===== src/core/asc_defs.svh =====
// Timing and layout constants for the asynchronous static memory host port
`ifndef ASC_DEFS_SVH
`define ASC_DEFS_SVH

`define ASC_CLK_PERIOD_PS      20000
`define ASC_ADDR_W             19
`define ASC_DATA_W             8
`define ASC_WORDS              524288
`define ASC_T_CYCLE_PS         45000
`define ASC_T_WP_PS            35000
`define ASC_T_DW_PS            25000
`define ASC_T_FLOAT_PS         18000
`define ASC_T_ACCESS_PS        45000
`define ASC_T_OE_PS            22000
`define ASC_T_RET_EXIT_MS      5
`define ASC_PS_PER_MS          1000000000
`define ASC_CYC_UP(t)          (((t) + `ASC_CLK_PERIOD_PS - 1) / `ASC_CLK_PERIOD_PS)
`define ASC_CYC_WP             `ASC_CYC_UP(`ASC_T_WP_PS)
`define ASC_CYC_CYCLE          `ASC_CYC_UP(`ASC_T_CYCLE_PS)
`define ASC_CYC_FLOAT          `ASC_CYC_UP(`ASC_T_FLOAT_PS)
`define ASC_CYC_ACCESS         `ASC_CYC_UP(`ASC_T_ACCESS_PS)
`define ASC_CYC_RET_EXIT \
	((64'd`ASC_T_RET_EXIT_MS * 64'd`ASC_PS_PER_MS + 64'd`ASC_CLK_PERIOD_PS - 64'd1) \
	/ 64'd`ASC_CLK_PERIOD_PS)
`define ASC_CNT_W              18
`define ASC_CNT_ONE            18'h0_0001
`define ASC_CNT_ZERO           18'h0_0000

`endif


===== src/core/asc_pkg.sv =====
// Types shared by the asynchronous static memory host port
package asc_pkg;

	typedef struct packed
	{
		logic        write;
		logic [18:0] index;
		logic [7:0]  data;
	} asc_req_type;

	typedef struct packed
	{
		logic       select_n;
		logic       strobe_n;
		logic       drive_n;
	} asc_ctl_type;

	typedef enum logic [2:0]
	{
		ASC_RECOVER,
		ASC_IDLE,
		ASC_RD_ACCESS,
		ASC_WR_FLOAT,
		ASC_WR_PULSE,
		ASC_GAP,
		ASC_RETAIN
	} asc_state_type;

endpackage : asc_pkg


===== src/core/asc_timer.sv =====
// Loadable down-counter that marks the end of a timed interval
`timescale 1ns/1ps
`default_nettype none
`include "asc_defs.svh"

module asc_timer #(
	parameter int W = `ASC_CNT_W
) (
	input  wire logic         clk,
	input  wire logic         rst,
	input  wire logic         ce,
	input  wire logic         load,
	input  wire logic [W-1:0] value,
	output logic              done
);

	logic [W-1:0] count_reg;

	always_ff @(posedge clk)
	begin
		if (rst)
			count_reg <= '0;
		else if (ce)
		begin
			if (load)
				count_reg <= value;
			else if (count_reg != '0)
				count_reg <= count_reg - W'(1);
		end
	end

	// Done once the count reaches one, so a load of N lasts N cycles
	// Done must not look at load: the sequencer loads on done
	assign done = count_reg <= W'(1);

endmodule : asc_timer
`default_nettype wire


===== src/core/asc_host.sv =====
// Clocked host controller for an asynchronous 512K x 8 static memory
// Operation
// - Host drives bus only when memory floats
// - Write starts when select and strobe low
// - Write ends when select or strobe rises
// - Write pulse at least 35 ns
// - Write cycle 45 ns, address 35 ns before end
// - Select held 35 ns before write end
// - Address may change at write start, end
// - Data valid 25 ns before write end
// - Host waits 18 ns float after write start
// - Deselect 5 ms after retention exit
`timescale 1ns/1ps
`default_nettype none
`include "asc_defs.svh"

module asc_host #(
	parameter int ADDR_W       = `ASC_ADDR_W,
	parameter int DATA_W       = `ASC_DATA_W,
	parameter int CYC_RET_EXIT = int'(`ASC_CYC_RET_EXIT)
) (
	// Clock and reset
	input  wire logic              CLOCK,
	input  wire logic              RESET,
	input  wire logic              CE,
	// User request port
	input  wire logic              REQ_VALID,
	input  wire logic              REQ_WRITE,
	input  wire logic [ADDR_W-1:0] REQ_INDEX,
	input  wire logic [DATA_W-1:0] REQ_DATA,
	output logic                   REQ_READY,
	output logic                   RD_VALID,
	output logic [DATA_W-1:0]      RD_DATA,
	// Retention control
	input  wire logic              RETAIN,
	output logic                   RETAINED,
	// Memory pins
	output logic [ADDR_W-1:0]      WORD_INDEX_LINES,
	input  wire logic [DATA_W-1:0] BYTE_BUS_LINES_IN,
	output logic [DATA_W-1:0]      BYTE_BUS_LINES_OUT,
	output logic                   BYTE_BUS_LINES_OE,
	output logic                   CHIP_SELECT_N,
	output logic                   WRITE_STROBE_N,
	output logic                   OUTPUT_DRIVE_N
);

	localparam logic [`ASC_CNT_W-1:0] CYC_WP     = `ASC_CNT_W'(`ASC_CYC_WP);
	localparam logic [`ASC_CNT_W-1:0] CYC_FLOAT  = `ASC_CNT_W'(`ASC_CYC_FLOAT);
	localparam logic [`ASC_CNT_W-1:0] CYC_ACCESS = `ASC_CNT_W'(`ASC_CYC_ACCESS);
	localparam logic [`ASC_CNT_W-1:0] CYC_CYCLE  = `ASC_CNT_W'(`ASC_CYC_CYCLE);
	localparam logic [`ASC_CNT_W-1:0] CYC_GAP    = `ASC_CNT_W'(`ASC_CYC_FLOAT);
	localparam logic [`ASC_CNT_W-1:0] CYC_RET    = `ASC_CNT_W'(CYC_RET_EXIT);

	asc_pkg::asc_state_type   state_reg;
	asc_pkg::asc_req_type     req_reg;
	asc_pkg::asc_ctl_type     ctl_next;
	logic                     load;
	logic [`ASC_CNT_W-1:0]    load_value;
	logic                     done;

	//------------------------------------------------------------
	// Interval timer
	//------------------------------------------------------------
	asc_timer #(
		.W     (`ASC_CNT_W)
	) u_timer (
		.clk   (CLOCK),
		.rst   (RESET),
		.ce    (CE),
		.load  (load),
		.value (load_value),
		.done  (done)
	);

	//------------------------------------------------------------
	// Sequencer
	//------------------------------------------------------------
	always_comb
	begin
		load       = 1'b0;
		load_value = `ASC_CNT_ZERO;
		unique case (state_reg)
			asc_pkg::ASC_RECOVER:
			begin
				load = 1'b0;
			end
			asc_pkg::ASC_IDLE:
			begin
				if (RETAIN)
				begin
					load       = 1'b0;
				end
				else if (REQ_VALID)
				begin
					load       = 1'b1;
					// Read adds a cycle because select lags the state by one register
					load_value = REQ_WRITE ? CYC_FLOAT
						: CYC_ACCESS + `ASC_CNT_ONE;
				end
			end
			asc_pkg::ASC_RD_ACCESS:
			begin
				if (done)
				begin
					load       = 1'b1;
					load_value = CYC_GAP;
				end
			end
			asc_pkg::ASC_WR_FLOAT:
			begin
				if (done)
				begin
					load       = 1'b1;
					// Pulse covers 35 ns width, address and select before end
					load_value = (CYC_WP > CYC_CYCLE - CYC_FLOAT) ? CYC_WP
						: CYC_CYCLE - CYC_FLOAT;
				end
			end
			asc_pkg::ASC_WR_PULSE:
			begin
				if (done)
				begin
					load       = 1'b1;
					load_value = `ASC_CNT_ONE;
				end
			end
			asc_pkg::ASC_GAP:
			begin
				load = 1'b0;
			end
			asc_pkg::ASC_RETAIN:
			begin
				if (!RETAIN)
				begin
					load       = 1'b1;
					load_value = CYC_RET;
				end
			end
		endcase
	end

	always_ff @(posedge CLOCK)
	begin
		if (RESET)
			state_reg <= asc_pkg::ASC_IDLE;
		else if (CE)
		begin
			unique case (state_reg)
				asc_pkg::ASC_RECOVER:
					if (done)
						state_reg <= asc_pkg::ASC_IDLE;
				asc_pkg::ASC_IDLE:
					if (RETAIN)
						state_reg <= asc_pkg::ASC_RETAIN;
					else if (REQ_VALID)
						state_reg <= REQ_WRITE ? asc_pkg::ASC_WR_FLOAT
							: asc_pkg::ASC_RD_ACCESS;
				asc_pkg::ASC_RD_ACCESS:
					if (done)
						state_reg <= asc_pkg::ASC_GAP;
				asc_pkg::ASC_WR_FLOAT:
					if (done)
						state_reg <= asc_pkg::ASC_WR_PULSE;
				asc_pkg::ASC_WR_PULSE:
					if (done)
						state_reg <= asc_pkg::ASC_GAP;
				asc_pkg::ASC_GAP:
					if (done)
						state_reg <= asc_pkg::ASC_IDLE;
				asc_pkg::ASC_RETAIN:
					if (!RETAIN)
						state_reg <= asc_pkg::ASC_RECOVER;
			endcase
		end
	end

	//------------------------------------------------------------
	// Request capture
	//------------------------------------------------------------
	always_ff @(posedge CLOCK)
	begin
		if (RESET)
			req_reg <= '0;
		else if (CE && state_reg == asc_pkg::ASC_IDLE && REQ_VALID && !RETAIN)
			req_reg <= '{write: REQ_WRITE, index: REQ_INDEX, data: REQ_DATA};
	end

	//------------------------------------------------------------
	// Pin drive, all registered
	//------------------------------------------------------------
	always_comb
	begin
		ctl_next = '{select_n: 1'b1, strobe_n: 1'b1, drive_n: 1'b1};
		unique case (state_reg)
			asc_pkg::ASC_RD_ACCESS:
				ctl_next = '{select_n: 1'b0, strobe_n: 1'b1, drive_n: 1'b0};
			asc_pkg::ASC_WR_FLOAT:
				ctl_next = '{select_n: 1'b0, strobe_n: 1'b0, drive_n: 1'b1};
			asc_pkg::ASC_WR_PULSE:
				// Pins lag the state, so the strobe rises one cycle after the pulse state ends
				ctl_next = '{select_n: 1'b0, strobe_n: 1'b0, drive_n: 1'b1};
			default:
				ctl_next = '{select_n: 1'b1, strobe_n: 1'b1, drive_n: 1'b1};
		endcase
	end

	always_ff @(posedge CLOCK)
	begin
		if (RESET)
		begin
			CHIP_SELECT_N  <= 1'b1;
			WRITE_STROBE_N <= 1'b1;
			OUTPUT_DRIVE_N <= 1'b1;
		end
		else if (CE)
		begin
			CHIP_SELECT_N  <= ctl_next.select_n;
			WRITE_STROBE_N <= ctl_next.strobe_n;
			OUTPUT_DRIVE_N <= ctl_next.drive_n;
		end
	end

	always_ff @(posedge CLOCK)
	begin
		if (RESET)
			WORD_INDEX_LINES <= '0;
		else if (CE && state_reg == asc_pkg::ASC_IDLE && REQ_VALID && !RETAIN)
			WORD_INDEX_LINES <= REQ_INDEX;
	end

	always_ff @(posedge CLOCK)
	begin
		if (RESET)
		begin
			BYTE_BUS_LINES_OE  <= 1'b0;
			BYTE_BUS_LINES_OUT <= '0;
		end
		else if (CE)
		begin
			// Drive only after the float wait, release at write end
			BYTE_BUS_LINES_OE  <= state_reg == asc_pkg::ASC_WR_PULSE;
			BYTE_BUS_LINES_OUT <= req_reg.data;
		end
	end

	//------------------------------------------------------------
	// Handshake and read data
	//------------------------------------------------------------
	always_ff @(posedge CLOCK)
	begin
		if (RESET)
		begin
			REQ_READY <= 1'b0;
			RD_VALID  <= 1'b0;
			RD_DATA   <= '0;
			RETAINED  <= 1'b0;
		end
		else if (CE)
		begin
			REQ_READY <= (state_reg == asc_pkg::ASC_GAP && done)
				|| (state_reg == asc_pkg::ASC_IDLE && !(REQ_VALID || RETAIN));
			RD_VALID  <= state_reg == asc_pkg::ASC_RD_ACCESS && done;
			if (state_reg == asc_pkg::ASC_RD_ACCESS && done)
				RD_DATA <= BYTE_BUS_LINES_IN;
			RETAINED  <= state_reg == asc_pkg::ASC_RETAIN && RETAIN;
		end
	end

endmodule : asc_host
`default_nettype wire


===== config.mk =====
export PLATFORM = sky130hd
export DESIGN_NAME = asc_host
export DESIGN_NICKNAME = d
export VERILOG_FILES = /design/src/core/asc_pkg.sv /design/src/core/asc_timer.sv /design/src/core/asc_host.sv
export VERILOG_INCLUDE_DIRS = /design/src /design/src/core
export SDC_FILE = /design/constraint.sdc
export NUM_CORES = 1
export LEC_CHECK = 0
export BUFFER_PORTS_ARGS = -buffer_cell sky130_fd_sc_hd__buf_2
export CORE_ASPECT_RATIO = 1.75
export CORE_MARGIN = 3
export CORE_UTILIZATION = 47
export CTS_CLUSTER_DIAMETER = 60
export DETAILED_ROUTE_END_ITERATION = 7
export GPL_TIMING_DRIVEN = 0
export HOLD_SLACK_MARGIN = 0.12
export PLACE_DENSITY = 0.87
export REMOVE_ABC_BUFFERS = 1
export SYNTH_ARGS = -nofsm -noshare
export SYNTH_HDL_FRONTEND = slang
export SYNTH_SLANG_ARGS = --single-unit

===== constraint.sdc =====
create_clock -name CLOCK -period 2.4 [get_ports CLOCK]
set_clock_uncertainty 0.2 [all_clocks]
set_input_delay 0.24 -clock CLOCK [delete_from_list [all_inputs] [get_ports CLOCK]]
set_output_delay 0.24 -clock CLOCK [all_outputs]
set_load 0.01 [all_outputs]

### Word level (Yosys, flattened, before mapping)

Index checks and enable logic that the tools add are counted.
Widths: inputs -> output; s select.

* register bits: 71
* bits in latches: 0
* RAM bits: 0
* memory bits (read-only): 0
* bits of input ports: 41
* output and inout port bits: 42
* logic and storage cells: 70
* memories kept: 0

* add/subtract/negate cells: 1
* $mul: 0
* div/mod/pow operators: 0
* magnitude comparators: 1
* equality and inequality tests: 11
* shifts and indexed selects: 0
* muxes and demuxes: 23
* bitwise operators: 0
* reductions and logical operators: 21

Operator list (count)
* $pmux 18 s4: 1
* $mux 18: 3
* $mux 3: 9
* $le 18x1->1 const B: 1
* $reduce_bool 18->1: 1
* $sub 18x1->18 const B: 1
* $pmux 3 s5: 1
* $eq 3x3->1 const B: 3
* $logic_and 1x1->1: 7
* $eq 3x2->1 const B: 2
* $mux 1: 6
* $pmux 3 s2: 1
* $reduce_and 6->1: 1
* $reduce_or 2->1: 3
* $ne 2x1->1 const B: 2
* $ne 2x2->1 const B: 2
* $pmux 1 s4: 1
* $reduce_and 2->1: 2
* $eq 3x1->1 const B: 1
* $logic_not 3->1: 1
* $ne 3x3->1 const B: 1
* $reduce_or 3->1: 1
* $logic_not 1->1: 2
* $logic_or 1x1->1: 2
* other kinds (2): 2

### Longest topological paths before layout

* word-level depth: 5
* gate-level depth with buffers: 8

### Hierarchy

A second synthesis with hierarchy kept.

* cells, all modules: 422
* area total of the unflattened synthesis: 3374.5 um^2

By module, submodules not included
* asc_host: instances 1, cells an instance 255, area an instance 2128.3 um^2, sequential area each 1061.0 um^2
* asc_timer: instances 1, cells an instance 167, area an instance 1246.2 um^2, sequential area each 360.3 um^2

### Least setup slack after synthesis

Ideal clock, no wire load.

* kind: register -> register
* start: reg u_timer.count_reg[5]
* end: reg u_timer.count_reg[8]
* setup time: 0.059 ns
* arrival time: 1.942 ns
* required time: 2.141 ns
* slack: 0.199 ns
* stages on the path, launching flop included: 9
* path buffers: 2
* clock period less this slack: 2.201 ns
* path through: dfxtp_1 nor3_4 nand4_1 buf_2 o31ai_4 a21oi_2 buf_6 or4_1 nand2_1

* longest elaborated chain between the ends: 5

Ends and longest elaborated chain
* start: declaration: RTL line asc_timer.sv:17 `logic [W-1:0] count_reg;`
* start signal: assignment: RTL line asc_timer.sv:26 `count_reg <= value;`
* start signal: assignment: RTL line asc_timer.sv:28 `count_reg <= count_reg - W'(1);`
* $le 18x1->1: RTL line asc_timer.sv:34 `assign done = count_reg <= W'(1);`
* $mux 1: RTL line asc_host.sv:103, asc_host.sv:111, asc_host.sv:121
* $pmux 1 s4: RTL line asc_host.sv:82 `unique case (state_reg)`
* $reduce_bool 2->1 (no line)
* $reduce_and 2->1 (no line)

Several ways; a longest one is shown, not always the timed one. The select of a mux whose other input is x is not followed.
A chain may end at the register's enable or synchronous reset.

### Final worst setup path

* start: reg u_timer.count_reg[12]
* end: reg u_timer.count_reg[3]

Same word-level chain as after synthesis.

==> flow_summary.yaml <==
layout:
  multi_input_area_um2: 1810
  finalNonFillerCells: 596
  final_cell_mix: "buf_2 (81), nand2_1 (74), dfxtp_1 (64), a21oi_1 (43), dlygate4sd3_1 (37)"
  final_common_cell: "buf_2"
  design_area_um2: 4566
  fill_cells: 393
  area_delta_synth_final_pct: 43.66
  seq_area_um2: 1435
  final_nets: 554
  final_layout_size_suffix_gt1_share_pct: 28.99
  antenna_cells: 0
  largest_register_ffs: 19
worst_setup_path:
  cp_max_fo: 6
  crit_required_ns: 2.44
  critPathBufInv: 2
  path_cells: "nor3_4 > nand4_1 > buf_4 > or3_1 > a21oi_4 > buf_4 > o31ai_1 > a21oi_1"
  cp_top_family: "simple AND/OR/NAND/NOR gates"
  setup.worst_path.class: "flop to flop"
  slowest_delay_ns: 0.52
  r2r-end: "u_timer.count_reg[3]"
  cp.arrival_ns: 2.56
  reg2reg_setup_slack_ns: -0.12
  cp-start-kind: "flop"
  timing.rr.start: "u_timer.count_reg[12]"
  cp_slowest_cell: "or3_1"
  crit_top_cell: "buf_4"
  worst_setup_path_end_kind: "flop"
  worstRegToRegCells: 8
synth:
  syn_inst: 384
  yosysSeqAreaShare_pct: 44.72
  synth-adder-area-share_pct: 1.181
  yosys.area_share.simple_pct: 22.87
  synth_top_area_share_pct: 44.72
  synth_top_family_by_area: "simple AND/OR/NAND/NOR gates"
  ys_warn_count: 0
  netlist_area_um2: 3178
  syn_avg_cell_area_um2: 8.276
  synth-compound-area-share_pct: 21.02
  synthMuxAreaShare_pct: 5.709
  yosys_register_bits: 71
  synth_area_leader_cell: "dfxtp_1"
  synthXorXnorAreaFrac_pct: 0.2756
  yosysUniqueCellTypes: 53
  netlist_top_cells_area: "dfxtp_1 (45%), nand2_1 (8.7%), a21oi_1 (6.8%)"
route:
  ant_nets: 0
  drt_first_iter_violations: 478
  routed_via_density: 6.597
  wl_per_cell_um: 22.95
  dr.pass1.iters: 5
  drc: 0
  vias: 3932
  finalWirelength_um: 13680
clock_tree:
  clockBufferDepth: 2
  numCtsBuffers: 9
  cts_htree_levels: 3
  clock-sinks: 71
  clock_latency_ns: 0.34
  clock-root-buffer: "clkbuf_16"
  clk_pin_slew_ns: 0.06
  cts_tree: "built"
global_routing:
  grt_max_degree: 57
  antenna_found_initial: 0
  grt_pass1_vias: 3587
  grtUsageTotal_pct: 31.17
  grt_pass1_wl_um: 18280
  overflow: 0
hold_path:
  holdPathStages: 2
  holdCritPathClass: "flop to flop"
  worstHoldEndpoint: "WORD_INDEX_LINES[1]"
  hp-start: "WORD_INDEX_LINES[1]"
die:
  dieWidth_um: 68.16
  start_util_pct: 48.60
  die_area_um2: 7823
  row_count: 39
  die_h_um: 114.8
  core-area_um2: 6539
  io_pins: 83
sta:
  drv_slew: 0
  period_share_pct: 105.0
  setup_tns_ns: -0.2715
  hold_viol_final: 0
  timing.hold.ws_ns: 0.2674
  worstMarginPinSlew_ns: 1.097
  fmax_ghz: 0.3970
  rsz0062_at_grt: "yes"
  slew_headroom_pct: 26.88
  fin_crit_ns: 2.519
  setup_viol: 7
  layout_setup_ws_ns: -0.1190
outcome:
  violations: "negative setup slack"
  status: "finished, violations left"
flow_run:
  drv_cap: 0
pwr:
  p_per_area_nw_per_um2: 1316
  p_leak_nw: 1.966
  ir_worst_vdd_v: 0.0008864
place:
  routabilityCongestion: 0.9042
  pre_cts_slack_ns: -0.5677
  numPortBuffers: 82
  dp_cells: 525
  place_area_um2: 3591
  hpwl_um: 5740
## metal layers
metal	track usage, %	share of wire (%)	up-vias
li1	-	-	1621
met3	7.625	10	104
met4	18.73	6.9	0
met5	0	0	-
met1	36.67	33	1814
met2	49.87	49	393
## worst register-to-register path, cell delays in order (launching register included)
cell and delay, ns:
dfxtp_1 0.34, nor3_4 0.22, nand4_1 0.11, buf_4 0.18
or3_1 0.53, a21oi_4 0.30, buf_4 0.18, o31ai_1 0.09
a21oi_1 0.26
## through the flow
stage / power [mW] / utilization, %
6_report: 6.011 / 69.82
5_1_grt: 6.185 / 69.82
4_1_cts: 5.041 / 66.42
3_5_place_dp: 3.453 / 54.92
3_3_place_gp: 3.386 / 54.92
2_1_floorplan: 2.967 / -
## worst max path at each step
stage,from,end,slack (ns),cells past startpoint
finish,u_timer.count_reg[12],u_timer.count_reg[3],-0.12,8
global route,u_timer.count_reg[12],u_timer.count_reg[3],-0.14,8
CTS,u_timer.count_reg[11],u_timer.count_reg[7],-0.01,7
detailed placement,u_timer.count_reg[10],u_timer.count_reg[4],-0.57,6
global placement,u_timer.count_reg[10],u_timer.count_reg[2],-0.52,6
floorplan,u_timer.count_reg[5],u_timer.count_reg[2],-0.07,6
## cell usage after synthesis (all sizes together)
| master | n |
|---|---|
| o31ai | 5 |
| and3 | 2 |
| o41ai | 3 |
| a31o | 1 |
| nor3 | 13 |
| clkbuf | 14 |
| nor4 | 2 |
| inv | 9 |
| mux2i | 17 |
| a22oi | 3 |
| a32oi | 2 |
| nand3 | 6 |
| a41oi | 1 |
| or4 | 5 |
| a31oi | 1 |
| a32o | 8 |
| and2 | 2 |
| mux2 | 1 |
| o31a | 1 |
| dfxtp | 71 |
| nand4 | 3 |
| nor2 | 36 |
| nand4b | 2 |
| a21o | 1 |
| a211o | 1 |
| o32ai | 1 |
| nor3b | 1 |
| nor4b | 1 |
| o211ai | 4 |
| or3 | 5 |
| nor2b | 2 |
| o21ai | 21 |
| o211a | 1 |
| ha | 3 |
| o311ai | 1 |
| buf | 9 |
| nand2b | 3 |
| a211oi | 1 |
| xnor2 | 1 |
| a221oi | 1 |
| a21oi | 44 |
| o221ai | 1 |
| nand2 | 74 |
## repair_timing
action                                  4_1_cts  5_1_grt
endpoints found under the setup margin       54       56
hold endpoints to repair                     37        0
resized for setup                            15       27
hold buffers                                 37        0
buffers inserted                              4       13
pin swaps                                     4       11
cloned                                        0        2
## cells by family (layout without fill, tap and decap cells)
family	count (synthesis)	after routing
buffers and inverters	32	160
XOR/XNOR	1	1
flip-flops	71	71
AO/OA/AOI/OAI	102	103
AND/OR/NAND/NOR	157	158
adder cells (fa/ha/maj)	3	3
multiplexers	18	18
## area by class of cell
class	count	share of cell area, %
sequential	71	31.43
timing repair buffer	136	19.95
clock buffer	10	5.234
tap	82	2.247
inverter	9	0.7399
clock inverter	5	0.7399
multi-input combinational	283	39.65
## power breakdown
part           switching (mW)  leakage [nW]  internal [mW]
Sequential              0.277         0.579           1.37
Clock                   0.572         0.131          0.723
Combinational            1.86          1.26           1.21
Total                    2.71          1.97           3.30
Note: power is estimated with default switching activity, not from simulation.
